==> config.mk <==
export PLATFORM = sky130hd
export DESIGN_NAME = isr_status_reporting
export DESIGN_NICKNAME = d
export VERILOG_FILES = /design/src/isr_status_reporting.v /design/src/isr_event_latch.v
export VERILOG_INCLUDE_DIRS = /design/src
export SDC_FILE = /design/constraint.sdc
export NUM_CORES = 1
export LEC_CHECK = 0
export BUFFER_PORTS_ARGS = -buffer_cell sky130_fd_sc_hd__clkbuf_2
export CORE_MARGIN = 4
export CORE_UTILIZATION = 37
export DETAILED_ROUTE_END_ITERATION = 8
export HOLD_SLACK_MARGIN = 0.06
export PLACE_DENSITY = 0.6
export SYNTH_ARGS = -nofsm -noshare
export SYNTH_HDL_FRONTEND = slang
export SYNTH_SLANG_ARGS = --single-unit
==> constraint.sdc <==
create_clock -name clock -period 2.69 [get_ports clock]
set_input_delay 0.1345 -clock clock [delete_from_list [all_inputs] [get_ports clock]]
set_output_delay 0.1345 -clock clock [all_outputs]
set_load 0.02 [all_outputs]
==> src/isr_map.vh <==
// register selectors, field positions, reset values and sizes for status reporting
`ifndef ISR_MAP_VH
`define ISR_MAP_VH

// ---------------------------------------------------------------
// register selectors on the host access port
// ---------------------------------------------------------------
`define ISR_SEL_QUESTIONABLE_SUMMARY_FLAG_EVENT 3'h0
`define ISR_SEL_QUESTIONABLE_SUMMARY_FLAG_COND 3'h1
`define ISR_SEL_QUESTIONABLE_SUMMARY_FLAG_MASK 3'h2
`define ISR_SEL_OPERATION_SUMMARY_FLAG_EVENT 3'h3
`define ISR_SEL_OPERATION_SUMMARY_FLAG_COND 3'h4
`define ISR_SEL_OPERATION_SUMMARY_FLAG_MASK 3'h5
`define ISR_SEL_STD_EVENT 3'h6
`define ISR_SEL_STD_MASK 3'h7

// ---------------------------------------------------------------
// status byte bit positions
// ---------------------------------------------------------------
`define ISR_STB_QUESTIONABLE_SUMMARY_FLAG 3
`define ISR_STB_MAV 4
`define ISR_STB_ESB 5
`define ISR_STB_OPERATION_SUMMARY_FLAG 7

// ---------------------------------------------------------------
// standard event bit positions
// ---------------------------------------------------------------
`define ISR_STD_OPC 0
`define ISR_STD_QYE 2
`define ISR_STD_DDE 3
`define ISR_STD_EXE 4
`define ISR_STD_CME 5
`define ISR_STD_USED_MASK 8'h3d

// ---------------------------------------------------------------
// reset values and queue size
// ---------------------------------------------------------------
`define ISR_RST_BYTE 8'h00
`define ISR_QUEUE_DEPTH 16
`define ISR_QUEUE_AW 4

`endif

==> src/isr_status_reporting.v <==
// status reporting: questionable, operation, standard event groups and output queue
// What this block does
// - questionable event register is read-only, latches, clears to zero when read
// - questionable condition register shows live state, reading changes nothing
// - questionable mask is 8-bit read/write; summary is OR of masked events
// - operation event register is read-only, latches, clears to zero when read
// - operation condition register shows live unlatched operation state
// - operation mask is 8-bit read/write; summary is OR of masked events
// - output queue keeps responses until read, first in first out
// - message available at status byte bit 4 while queue holds data
// - programming errors set standard event bits; reading clears that register
// - standard event mask selects bits ORed into status byte bit 5
// - bit 0 sets when operation-complete request finds operations finished
// - bit 2 sets on read of empty queue or lost queued data
// - bit 3 sets on lost memory or failed self-test
// - bit 4 sets on out-of-range, conflicting or unexecutable command
// - bit 5 sets on syntax or semantic error or trigger inside message
// - questionable summary sits at status byte bit 3
// - operation summary sits at status byte bit 7
// - condition bit set means condition true now, clear means false
`timescale 1ns/10ps
`include "isr_map.vh"
module isr_status_reporting (
   // clock and reset
   input wire clock,
   input wire resetn,
   // live conditions from the instrument
   input wire [7:0] questionable_live_state,
   input wire [7:0] operation_live_state,
   // host register access
   input wire reg_read,
   input wire reg_write,
   input wire [2:0] reg_sel,
   input wire [7:0] reg_wdata,
   output reg [7:0] reg_rdata,
   output reg reg_rvalid,
   // error and completion events, one-cycle pulses; ops_pending is a level
   input wire opc_request,
   input wire ops_pending,
   input wire memory_lost,
   input wire self_test_fail,
   input wire param_error,
   input wire exec_error,
   input wire syntax_error,
   input wire trigger_in_message,
   // response queue fill side
   input wire resp_valid,
   input wire [7:0] resp_data,
   output reg resp_ready,
   // response queue drain side
   input wire resp_read,
   output reg [7:0] resp_rdata,
   output reg resp_rvalid,
   // status byte
   output reg [7:0] status_byte
);

   // ---------------------------------------------------------------
   // event groups
   // ---------------------------------------------------------------
   reg [7:0] questionable_summary_mask;
   reg [7:0] operation_summary_mask;
   reg [7:0] std_mask_q;
   wire [7:0] questionable_summary_flag_event;
   wire [7:0] operation_summary_flag_event;
   wire questionable_summary_flag;
   wire operation_summary_flag;
   wire rd_questionable_summary_flag_ev;
   wire rd_operation_summary_flag_ev;
   wire rd_std_ev;

   assign rd_questionable_summary_flag_ev = reg_read && (reg_sel == `ISR_SEL_QUESTIONABLE_SUMMARY_FLAG_EVENT);
   assign rd_operation_summary_flag_ev = reg_read && (reg_sel == `ISR_SEL_OPERATION_SUMMARY_FLAG_EVENT);
   assign rd_std_ev = reg_read && (reg_sel == `ISR_SEL_STD_EVENT);

   isr_event_latch u_questionable_summary_flag (
      .clock(clock),
      .resetn(resetn),
      .cond(questionable_live_state),
      .read_clear(rd_questionable_summary_flag_ev),
      .mask(questionable_summary_mask),
      .event_q(questionable_summary_flag_event),
      .summary(questionable_summary_flag)
   );

   isr_event_latch u_operation_summary_flag (
      .clock(clock),
      .resetn(resetn),
      .cond(operation_live_state),
      .read_clear(rd_operation_summary_flag_ev),
      .mask(operation_summary_mask),
      .event_q(operation_summary_flag_event),
      .summary(operation_summary_flag)
   );

   // ---------------------------------------------------------------
   // output queue
   // ---------------------------------------------------------------
   reg [7:0] queue_mem [0:`ISR_QUEUE_DEPTH-1];
   reg [`ISR_QUEUE_AW-1:0] wr_ptr_q;
   reg [`ISR_QUEUE_AW-1:0] rd_ptr_q;
   reg [`ISR_QUEUE_AW:0] count_q;
   wire q_empty;
   wire q_full;
   wire q_push;
   wire q_pop;
   wire q_underrun;
   wire q_lost;

   assign q_empty = (count_q == {(`ISR_QUEUE_AW+1){1'b0}});
   assign q_full = (count_q == `ISR_QUEUE_DEPTH);
   assign q_pop = resp_read && !q_empty;
   assign q_push = resp_valid && !q_full;
   assign q_underrun = resp_read && q_empty;
   // a response offered while full is dropped and reported, not stalled forever
   assign q_lost = resp_valid && q_full;

   always @(posedge clock) begin
      if (q_push)
         queue_mem[wr_ptr_q] <= resp_data;
   end

   always @(posedge clock) begin
      if (!resetn) begin
         wr_ptr_q <= {`ISR_QUEUE_AW{1'b0}};
         rd_ptr_q <= {`ISR_QUEUE_AW{1'b0}};
         count_q <= {(`ISR_QUEUE_AW+1){1'b0}};
         resp_rdata <= `ISR_RST_BYTE;
         resp_rvalid <= 1'b0;
         resp_ready <= 1'b0;
      end else begin
         resp_rvalid <= q_pop;
         if (q_pop) begin
            resp_rdata <= queue_mem[rd_ptr_q];
            rd_ptr_q <= rd_ptr_q + 1'b1;
         end
         if (q_push)
            wr_ptr_q <= wr_ptr_q + 1'b1;
         case ({q_push, q_pop})
            2'b10: count_q <= count_q + 1'b1;
            2'b01: count_q <= count_q - 1'b1;
            default: count_q <= count_q;
         endcase
         // ready is registered, so it reflects room after this cycle's moves
         case ({q_push, q_pop})
            2'b10: resp_ready <= (count_q + 1'b1) != `ISR_QUEUE_DEPTH;
            default: resp_ready <= !q_full || q_pop;
         endcase
      end
   end

   // ---------------------------------------------------------------
   // standard event status
   // ---------------------------------------------------------------
   reg [7:0] std_event_q;
   reg [7:0] std_set;
   reg opc_wait_q;

   always @* begin
      std_set = `ISR_RST_BYTE;
      std_set[`ISR_STD_OPC] = (opc_request || opc_wait_q) && !ops_pending;
      std_set[`ISR_STD_QYE] = q_underrun || q_lost;
      std_set[`ISR_STD_DDE] = memory_lost || self_test_fail;
      std_set[`ISR_STD_EXE] = param_error || exec_error;
      std_set[`ISR_STD_CME] = syntax_error || trigger_in_message;
   end

   always @(posedge clock) begin
      if (!resetn) begin
         std_event_q <= `ISR_RST_BYTE;
         opc_wait_q <= 1'b0;
      end else begin
         // completion waits while operations remain pending
         if (opc_request || opc_wait_q)
            opc_wait_q <= ops_pending;
         // set wins over the read clear in the same cycle
         if (rd_std_ev)
            std_event_q <= std_set & `ISR_STD_USED_MASK;
         else
            std_event_q <= (std_event_q | std_set) & `ISR_STD_USED_MASK;
      end
   end

   // ---------------------------------------------------------------
   // host register access and status byte
   // ---------------------------------------------------------------
   always @(posedge clock) begin
      if (!resetn) begin
         questionable_summary_mask <= `ISR_RST_BYTE;
         operation_summary_mask <= `ISR_RST_BYTE;
         std_mask_q <= `ISR_RST_BYTE;
         reg_rdata <= `ISR_RST_BYTE;
         reg_rvalid <= 1'b0;
         status_byte <= `ISR_RST_BYTE;
      end else begin
         if (reg_write) begin
            case (reg_sel)
               `ISR_SEL_QUESTIONABLE_SUMMARY_FLAG_MASK: questionable_summary_mask <= reg_wdata;
               `ISR_SEL_OPERATION_SUMMARY_FLAG_MASK: operation_summary_mask <= reg_wdata;
               `ISR_SEL_STD_MASK: std_mask_q <= reg_wdata;
               default: ;
            endcase
         end
         reg_rvalid <= reg_read;
         if (reg_read) begin
            case (reg_sel)
               `ISR_SEL_QUESTIONABLE_SUMMARY_FLAG_EVENT: reg_rdata <= questionable_summary_flag_event;
               `ISR_SEL_QUESTIONABLE_SUMMARY_FLAG_COND: reg_rdata <= questionable_live_state;
               `ISR_SEL_QUESTIONABLE_SUMMARY_FLAG_MASK: reg_rdata <= questionable_summary_mask;
               `ISR_SEL_OPERATION_SUMMARY_FLAG_EVENT: reg_rdata <= operation_summary_flag_event;
               `ISR_SEL_OPERATION_SUMMARY_FLAG_COND: reg_rdata <= operation_live_state;
               `ISR_SEL_OPERATION_SUMMARY_FLAG_MASK: reg_rdata <= operation_summary_mask;
               `ISR_SEL_STD_EVENT: reg_rdata <= std_event_q;
               default: reg_rdata <= std_mask_q;
            endcase
         end
         // one cycle behind the event registers; bits 0 to 2 and 6 are outside this block
         status_byte <= `ISR_RST_BYTE;
         status_byte[`ISR_STB_QUESTIONABLE_SUMMARY_FLAG] <= questionable_summary_flag;
         status_byte[`ISR_STB_MAV] <= !q_empty;
         status_byte[`ISR_STB_ESB] <= |(std_event_q & std_mask_q);
         status_byte[`ISR_STB_OPERATION_SUMMARY_FLAG] <= operation_summary_flag;
      end
   end

endmodule // isr_status_reporting

==> src/isr_event_latch.v <==
// one event group: rising-edge event latch with clear on read and masked summary
`timescale 1ns/10ps
`include "isr_map.vh"
module isr_event_latch (
   // clock and reset
   input wire clock,
   input wire resetn,
   // live condition
   input wire [7:0] cond,
   // host side
   input wire read_clear,
   input wire [7:0] mask,
   // results
   output reg [7:0] event_q,
   output wire summary
);

   reg [7:0] cond_q;
   wire [7:0] rise;

   assign rise = cond & ~cond_q;
   // summary uses the latched bits so it follows the event register
   assign summary = |(event_q & mask);

   always @(posedge clock) begin
      if (!resetn) begin
         cond_q <= `ISR_RST_BYTE;
         event_q <= `ISR_RST_BYTE;
      end else begin
         cond_q <= cond;
         // a new edge in the clearing cycle survives the clear
         if (read_clear)
            event_q <= rise;
         else
            event_q <= event_q | rise;
      end
   end

endmodule // isr_event_latch

* Word-level counts from Yosys, hierarchy flattened *
Memories as Yosys holds them, arrays and structs flattened. A register that Yosys moved wholly into a read port is not among the register bits.
Cells that the tools add are included.

storage, ports and cells
  flip-flop bits (word level) = 95
  memory bits (writable) = 128
  input port bits = 49
  output and inout bits = 27
  word-level logic and storage cells = 80
  memories kept = 1

cells by class
  add/sub/neg operators = 5
  equal/unequal tests = 11
  multiplexer cells = 8
  bitwise operators = 10
  reduce and logical (&&, ||, !) cells = 27

memory list
  name       depth  bits a word  read ports  clocked after memory_dff  write ports  RTL line                   RTL
  queue_mem  16     8            1           1                         1            isr_status_reporting.v:99  reg [7:0] queue_mem [0:`ISR_QUEUE_DEPTH-1];

operators by type and width
  operator               number
  $pmux W8 S7            1
  $and A8 B8 Y8          4
  $reduce_or A8 Y1       3
  $mux W8                2
  $not A8 Y8             2
  $or A8 B8 Y8           2
  $eq A3 B3 Y1 const B   4
  $pmux W5 S2            1
  $add A4 B1 Y4 const B  2
  $and A6 B8 Y8          1
  $logic_and A1 B1 Y1    8
  $add A5 B1 Y6 const B  1
  $eq A3 B2 Y1 const B   2
  $logic_or A1 B1 Y1     6
  $mux W6                1
  $ne A6 B5 Y1 const B   1
  $or A6 B6 Y6           1
  $reduce_and A2 Y1      3
  $add A5 B1 Y5 const B  1
  $eq A5 B5 Y1 const B   1
  $logic_not A5 Y1       1
  $sub A5 B1 Y5 const B  1
  $logic_not A1 Y1       4
  $eq A3 B1 Y1 const B   1
  other kinds (5)        7

* Longest topological paths before layout *
Gate-level depths: netlist (run 1).

  depth in word-level cells = 5
  depth in mapped cells = 14
  mapped depth without buffers = 10

* Cells and area by module *
From an unflattened synthesis (run 1), not the netlist that was laid out.

second synthesis, totals
  cell total of the unflattened synthesis = 734
  area total of the unflattened synthesis = 9386.5 um^2

modules (own cells, without submodules)
  module                instances  cells an instance  area each (um^2)  sequential area each (um^2)
  isr_status_reporting  1          626                8150.3            5165.0
  isr_event_latch       2          54                 618.1             320.3

* Worst setup path before layout (run 1) *
No wires, ideal clock.

  kind = register -> register
  start point = register count_q[1]
  end point = register count_q[2]
  library setup time = 71 ps
  arrival time = 2753 ps
  required time = 2619 ps
  setup slack = -133 ps
  cell stages (with the launch flop) = 15
  path buffers = 4
  period minus slack after synthesis = 2823 ps
  path through = dfxtp_1 buf_6 or4_4 buf_6 o21ai_4 inv_2 buf_6 ha_1 clkbuf_1 xor2_1 ha_1 a21oi_1 xor2_1 or3_1 a21oi_1

between the ends
  word-level cells in the longest chain between the ends = 5

ends and longest elaborated chain
  element                                            RTL line                    RTL
  from (decl)                                        isr_status_reporting.v:102  reg [`ISR_QUEUE_AW:0] count_q;
  from (signal assigned)                             isr_status_reporting.v:127  count_q <= {(`ISR_QUEUE_AW+1){1'b0}};
  from (signal assigned)                             isr_status_reporting.v:140  2'b10: count_q <= count_q + 1'b1;
  from (signal assigned)                             isr_status_reporting.v:141  2'b01: count_q <= count_q - 1'b1;
  $logic_not A5 Y1 (*)                               isr_status_reporting.v:110  assign q_empty = (count_q == {(`ISR_QUEUE_AW+1){1'b0}});
  $logic_not A1 Y1 (*)                               isr_status_reporting.v:112  assign q_pop = resp_read && !q_empty;
  $logic_and A1 B1 Y1 (*)                            isr_status_reporting.v:112
  via q_pop                                          isr_status_reporting.v:106  wire q_pop;
  $eq A2 B1 Y1 or $eq A2 B2 Y1 (tied branches)       isr_status_reporting.v:139  case ({q_push, q_pop})
  $pmux W5 S2 or $reduce_bool A2 Y1 (tied branches)  -

Mark *: on every way through the listed nets, which the timed path passes. The rest lies on a longest branch.
A chain may end at the register's enable or synchronous reset.

* Worst setup path after layout (run 1) *
  start point = register count_q[3]
  end point = register count_q[3]

between the ends
  word-level cells in the longest chain between the ends = 5

ends and longest elaborated chain
  element                                                     RTL line
  $eq A5 B5 Y1 (no line) or $logic_not A5 Y1 (tied branches)  -
  $logic_not A1 Y1 (on tied branches)                         isr_status_reporting.v:113, isr_status_reporting.v:112
  $logic_and A1 B1 Y1 (on tied branches)                      isr_status_reporting.v:113, isr_status_reporting.v:112
  $eq A2 B1 Y1 or $eq A2 B2 Y1 (tied branches)                isr_status_reporting.v:139
  $pmux W5 S2 or $reduce_bool A2 Y1 (tied branches)           -

Several ways; a longest one is shown, not always the timed one.

==> flow_metrics.tcl, run 1 <==
set metrics [dict create \
    synth_area_per_cell_um2 12.4 \
    pre_cts_slack_ns 0.234 \
    timing.critical_path.from_type "flip-flop" \
    crit-reg2reg-launch "count_q[3]" \
    dp_hpwl_um 14400 \
    synth-edff-count 128 \
    reg2reg_depth 8 \
    cts_resized 0 \
    min_hold_slack_ns 0.0747 \
    layout.nets 906 \
    hold_class "in -> reg" \
    floorplan.rows 57 \
    primary_ff_master_synth "edfxtp_1" \
    max_slew_margin_pct 28.4 \
    die_h_um 165 \
    setup_viol_count_final 0 \
    status "completed" \
    place.gp.congestion 0.819 \
    synth_seq_cells 226 \
    slew_viol_final 0 \
    max-clock-path-buffers 3 \
    timing.final.hold_violations 0 \
    clk_root_buf "clkbuf_16" \
    finalWorstSetupSlack_ns 0.224 \
    via_per_inst 5.11 \
    via_count 6078 \
    synth_cell_type_count 58 \
    final_antenna_net_count 0 \
    drc 0 \
    worst_setup_path_endpoint "count_q[3]" \
    worst-endpoint-required_ns 3.08 \
    power_report.internal_total_mw 6.38 \
    clock_sinks 226 \
    crit_fanout 10 \
    reg2reg_slack_ns 0.22 \
    fin_util_pct 45.2 \
    crit_buf_inv 2 \
    grt_setup_unrepaired "no" \
    max-vdd-ir-drop_mv 0.671 \
    dieWidth_um 165 \
    critical_path.endpoint_type "flip-flop" \
    maximum_number_of_pins_on_one_net_before_global_route_repair 52 \
    synth_warnings 0 \
    critical-path-slowest-cell "or4_4" \
    timing.fmax_ghz 0.405 \
    cts_setup_buffers 0 \
    top_level_ports 76 \
    crit_path_start "count_q[3]" \
    start_util_pct 37.7 \
    ratio_of_cells_with_drive_above_1_in_the_final_layout_pct 18.8 \
    clock_latency_ns 0.52 \
    worst-endpoint-arrival_ns 2.86 \
    cts_made_buffers 24 \
    slew_at_the_pin_closest_to_its_max_slew_limit_ns 1.07 \
    logic_depth_of_the_worst_path_buffers_included 8 \
    power_frac_seq_pct 46.2 \
    detailedRoute.firstPassIterationCount 5 \
    synthesis.instances 739 \
    grt_overflow_total 0 \
    final.setup_skew_ns 0.0193 \
    antenna_violations_before_repair 0 \
    class_of_the_most_critical_setup_path "reg -> reg" \
    design.core.area_um2 24300 \
    maxCapViolCount 0 \
    async_reset_ff_share_pct 0 \
    setup_tns_ns 0 \
    cts_tree "built" \
    drt-initial-drc-count 486 \
    power.leakage_nw 3.93 \
    clock_power_share_pct 35.6 \
    power.share.switching_pct 27.7 \
    cts_max_level 1 \
    synth_area_um2 9160 \
    cellPowerDensity_nw_per_um2 803 \
    crit_chain "or4_4, o21ai_4, inv_2, ha_4, ha_1, inv_1, or3_1, o311ai_0" \
    timing.rr.end "count_q[3]" \
    area_delta_synth_final_pct 20.0 \
    n_antenna_cell 0 \
    grt_pass1_vias 6003 \
    global_route_wire_length_before_repair_um 33400 \
    grt.total_usage_pct 15.7 \
    drt-total-wl_um 21700 \
    finalCriticalPeriod_ns 2.47 \
    final_cycle_share_pct 91.7 \
    p_switching_mw 2.44 \
    ys_seq_area_share_pct 63.4 \
    placement.io_buffers 71 \
    die_area_um2 27300 \
    layout.filler_cells 2251 \
    critical_path.top_delay_family "simple AND/OR/NAND/NOR gates" \
    totalPowerFinal_mw 8.83 \
    detail_route.wl_per_cell_um 18.3 \
    pwr-share-comb_pct 18.2 \
    critical_path.max_stage_delay_ns 0.56 \
    cts.reportedPaths.clkPinSlew_ns 0.06 \
]
## Yosys cell counts (4+ instances only)
cell type,count,area share [%]
nand3_1,6,0.33
nand2b_1,4,0.27
inv_1,27,1.1
mux4_2,23,5.7
a21oi_1,48,2.6
mux2i_1,45,4.9
a211oi_1,6,0.49
nor3b_1,4,0.33
clkbuf_1,18,0.74
or3_1,5,0.34
o21ai_1,15,0.82
ha_1,10,1.4
dfxtp_1,98,21
buf_4,5,0.41
a22oi_1,18,1.5
nor2b_1,8,0.55
buf_1,7,0.29
nor3_1,14,0.77
nor2_1,43,1.8
nand2_1,97,4.0
xor2_1,6,0.57
o22ai_1,16,1.1
nand3b_1,4,0.33
buf_6,4,0.49
buf_2,13,0.71
o21ai_0,25,1.4
edfxtp_1,128,42
## area by class of cell
class | instances | area [um^2] | share of cell area (%)
multi-input combinational | 441 | 3040 | 27.7
sequential | 226 | 5810 | 52.9
clock inverter | 12 | 101 | 0.922
timing repair buffer | 126 | 868 | 7.90
clock buffer | 32 | 661 | 6.01
inverter | 28 | 105 | 0.956
tap | 324 | 405 | 3.69
## layout by cell type, fill, tap and decap left out, drive strengths merged, types with 8 or more instances in the layout
cell type	count
buf	20
mux4	23
a22oi	18
a21oi	48
nor2	43
dfxtp	98
dlygate4sd3	35
ha	10
clkbuf	103
o21ai	41
clkinv	8
nor2b	8
mux2i	45
inv	29
nor3	14
o22ai	16
nand2	97
edfxtp	128
## state kept, by name (all words and copies together), names as in the netlist
name	flops
reg_rdata	8
rd_ptr_q	4
questionable_summary_mask	8
operation_summary_mask	8
u_questionable_summary_flag.cond_q	8
u_operation_summary_flag.event_q	8
wr_ptr_q	4
u_questionable_summary_flag.event_q	8
queue_mem	128
count_q	5
opc_wait_q	1
u_operation_summary_flag.cond_q	8
resp_rvalid	1
std_event_q	5
status_byte	4
resp_rdata	8
reg_rvalid	1
std_mask_q	8
resp_ready	1
## timing repair
| item | in CTS | in global routing |
|---|---|---|
| hold buffers | 35 | 0 |
| setup endpoints to repair | 0 | 0 |
| hold endpoints to repair | 63 | 0 |
## worst register-to-register path: stages (launching register included)
cell and delay, ns:
dfxtp_2 0.34, or4_4 0.56, o21ai_4 0.18, inv_2 0.08, ha_4 0.20, ha_1 0.33
inv_1 0.06, or3_1 0.33, o311ai_0 0.26
## logic make-up (layout without fill, tap and decap cells)
logic type	count (synthesis)	count (layout)	share of synthesized area, %
mux	69	69	10.7
other cells	1	4	0.0409
buf+inv	75	198	3.78
compound gates	154	154	10.3
xor+xnor	8	8	0.765
fa+ha+maj	10	10	1.37
simple gates	196	196	9.61
flops	226	226	63.4
## worst min path at each step
stage                            start              end  slack (ns)  cells past startpoint
floorplan                 resp_data[0]  queue_mem[0][0]        0.23                      0
global placement    trigger_in_message   std_event_q[5]        0.35                      3
detailed placement  trigger_in_message   std_event_q[5]        0.36                      3
CTS                       resp_data[2]  queue_mem[5][2]        0.07                      1
global route              resp_data[3]  queue_mem[1][3]        0.09                      1
finish                    resp_data[2]  queue_mem[5][2]        0.07                      1
## per-stage QoR
step	area, um^2	cells
floorplan	9200	742
global placement	9880	1110
detailed placement	9880	1110
CTS	11000	1189
global route	11000	1189
finish	11000	1189
## layer usage
metal	vias to the layer above	share of wire (%)	GRT usage (%)	wire (um)
li1	2930	-	-	-
met1	2960	46	22.1	10100
met2	154	47	25.9	10100
met3	34	4.9	2.23	1070
met4	0	2.1	3.94	458
met5	-	0	0	0
## power by group through the flow
stage / logic (mW) / clock network (mW) / registers (mW)
after global placement: 1.55 / 0 / 4.15
after detailed placement: 1.57 / 0 / 4.15
after floorplan: 1.02 / 0 / 4.18
final: 1.61 / 3.14 / 4.08
after global routing: 1.76 / 3.35 / 4.10
after CTS: 1.62 / 3.22 / 4.08
Note: power is estimated with default switching activity, not from simulation.
==> run 2: changes to the inputs <==
Settings changed: CORE_MARGIN 4 to 10, CTS_BUF_LIST from default to sky130_fd_sc_hd__clkbuf_8, REMOVE_ABC_BUFFERS from default to 1.
==> run 2 against run 1 <==
Combinational power barely moved. Power is 5.3% higher. Sequential power hardly changed. Utilization rose by 1.1 points. Sequential share of layout area down 1.3 points. Critical path depth grew 2. Final cell count grew 3.4%. Global-route usage decreased by 1.4 points. Cell area is 2.5% higher. Non-clock buffer count is 15 higher. Via count increased by 2.2%. Largest cell class unchanged. Largest power group unchanged. Highest routed layer unchanged.
==> flow_metrics.tcl, run 2 (synthesis results as in run 1) <==
set metrics [dict create \
    dieWidth_um 177 \
    slew_viol_final 0 \
    cellPowerDensity_nw_per_um2 825 \
    grt_overflow_total 0 \
    hold_class "in -> reg" \
    power.leakage_nw 4.12 \
    drt-initial-drc-count 458 \
    die_area_um2 31400 \
    timing.rr.end "count_q[2]" \
    via_per_inst 5.05 \
    maxCapViolCount 0 \
    via_count 6213 \
    worst-endpoint-arrival_ns 2.96 \
    mostFrequentLayoutCell "edfxtp_1" \
    layout.cells.most_common_list "edfxtp_1, nand2_1, dfxtp_1" \
    timing.critical_path.from_type "flip-flop" \
    setup_viol_count_final 0 \
    die_h_um 177 \
    area_delta_synth_final_pct 23.0 \
    cts_tree "built" \
    layout.nets 935 \
    status "completed" \
    finalCriticalPeriod_ns 2.52 \
    worst-endpoint-required_ns 3.13 \
    drc 0 \
    grt.total_usage_pct 14.3 \
    timing.final.hold_violations 0 \
    cts.reportedPaths.clkPinSlew_ns 0.06 \
    clk_root_buf "clkbuf_8" \
    grt_setup_unrepaired "no" \
    antenna_violations_before_repair 0 \
    regMostFlops "queue_mem" \
    detail_route.wl_per_cell_um 18.3 \
    min_delay_startpoint "reg_sel[2]" \
    crit_fanout 5 \
    design.core.area_um2 24300 \
    cts_made_buffers 38 \
    place.gp.congestion 0.807 \
    final.setup_skew_ns 0.0346 \
    final_antenna_net_count 0 \
    ratio_of_cells_with_drive_above_1_in_the_final_layout_pct 21.4 \
    timing.fmax_ghz 0.397 \
    number_of_flip_flops_in_the_largest_register 128 \
    start_util_pct 37.7 \
    cts_max_level 2 \
    floorplan.rows 57 \
    reg2reg_slack_ns 0.17 \
    slew_at_the_pin_closest_to_its_max_slew_limit_ns 1.02 \
    terminating_pin_of_the_worst_hold_path "reg_rdata[1]" \
    clock_sinks 226 \
    max-vdd-ir-drop_mv 0.458 \
    n_antenna_cell 0 \
    class_of_the_most_critical_setup_path "reg -> reg" \
    totalPowerFinal_mw 9.29 \
    clock_latency_ns 0.54 \
    max-clock-path-buffers 3 \
    fin_util_pct 46.3 \
    max_slew_margin_pct 31.8 \
    maximum_number_of_pins_on_one_net_before_global_route_repair 41 \
    detailedRoute.firstPassIterationCount 5 \
    critical_path.endpoint_type "flip-flop" \
    reg2reg_depth 10 \
    placement.io_buffers 71 \
    worst_hold_path.num_cells 3 \
    global_route_wire_length_before_repair_um 35500 \
    dp_hpwl_um 14800 \
    drt-total-wl_um 22500 \
    top_level_ports 76 \
    final_cycle_share_pct 93.7 \
    grt_pass1_vias 6302 \
    crit-reg2reg-launch "count_q[3]" \
]
## run 2: cell count changes in the layout (fill, tap and decap cells not counted), moves of 2 or more
cell           previous run  this run
buf_4                    19        27
bufinv_16                 1         5
clkbuf_1                  5         0
clkbuf_16                24         0
clkbuf_8                  3        49
clkinv_1                  3         1
dfxtp_1                  95        97
dfxtp_2                   3         1
dlygate4sd3_1            35        42
ha_1                      8        10
inv_1                    27        33
## run 2: worst max-delay path, cell delays in order (launching register included)
cell	delay, ns
dfxtp_1	0.36
or4_4	0.57
o21ai_4	0.15
inv_2	0.06
ha_1	0.24
xor2_1	0.16
ha_1	0.21
a21oi_1	0.15
xor2_1	0.09
or3_1	0.32
a21oi_1	0.14
## run 2: worst max path at each step
stage / from / endpoint / slack (ns) / cells after the start
2_1_floorplan: count_q[3] / count_q[2] / -0.05 / 10
3_3_place_gp: count_q[3] / count_q[4] / 0.16 / 10
3_5_place_dp: count_q[3] / count_q[4] / 0.12 / 10
4_1_cts: count_q[3] / count_q[4] / 0.10 / 10
5_1_grt: count_q[3] / count_q[2] / 0.03 / 10
6_report: count_q[3] / count_q[2] / 0.17 / 10
## run 2: routing by layer
metal | global-route usage [%] | share of wire, % | wire (um)
met1 | 19.4 | 46 | 10300
met2 | 22.3 | 46 | 10400
met3 | 3.31 | 6.3 | 1420
met4 | 4.24 | 1.6 | 367
met5 | 0 | 0 | 0
## run 2: power breakdown
group          switching (mW)  internal [mW]
clock network            1.43           2.14
registers               0.183           3.90
logic                   0.951          0.690
## run 2: final cells by class
| class | count | area, um^2 |
|---|---|---|
| fillers | 2209 | 13100 |
| multi-input cells | 441 | 3030 |
| repair buffers | 141 | 998 |
| well taps | 324 | 405 |
| clock inverters | 21 | 244 |
| clock buffers | 49 | 674 |
| flip-flops and latches | 226 | 5810 |
| inverters | 28 | 105 |
## run 2: metrics by stage
step           area [um^2]  instances  setup TNS [ns]  setup WS (ns)  hold WS [ns]
2_1_floorplan         8930        695         -0.0849        -0.0536         0.224
3_3_place_gp          9900       1116               0          0.156         0.349
4_1_cts              11200       1228               0          0.102        0.0635
5_1_grt              11300       1230               0         0.0278        0.0763
6_report             11300       1230               0          0.169        0.0869
3_5_place_dp          9900       1116               0          0.120         0.352
## run 2: what timing repair did
| item | in CTS | in global routing |
|---|---|---|
| setup endpoints to repair | 0 | 2 |
| hold endpoints to repair | 110 | 0 |
| buffers inserted | 0 | 2 |
| gates resized for setup | 0 | 2 |
| hold buffers | 42 | 0 |
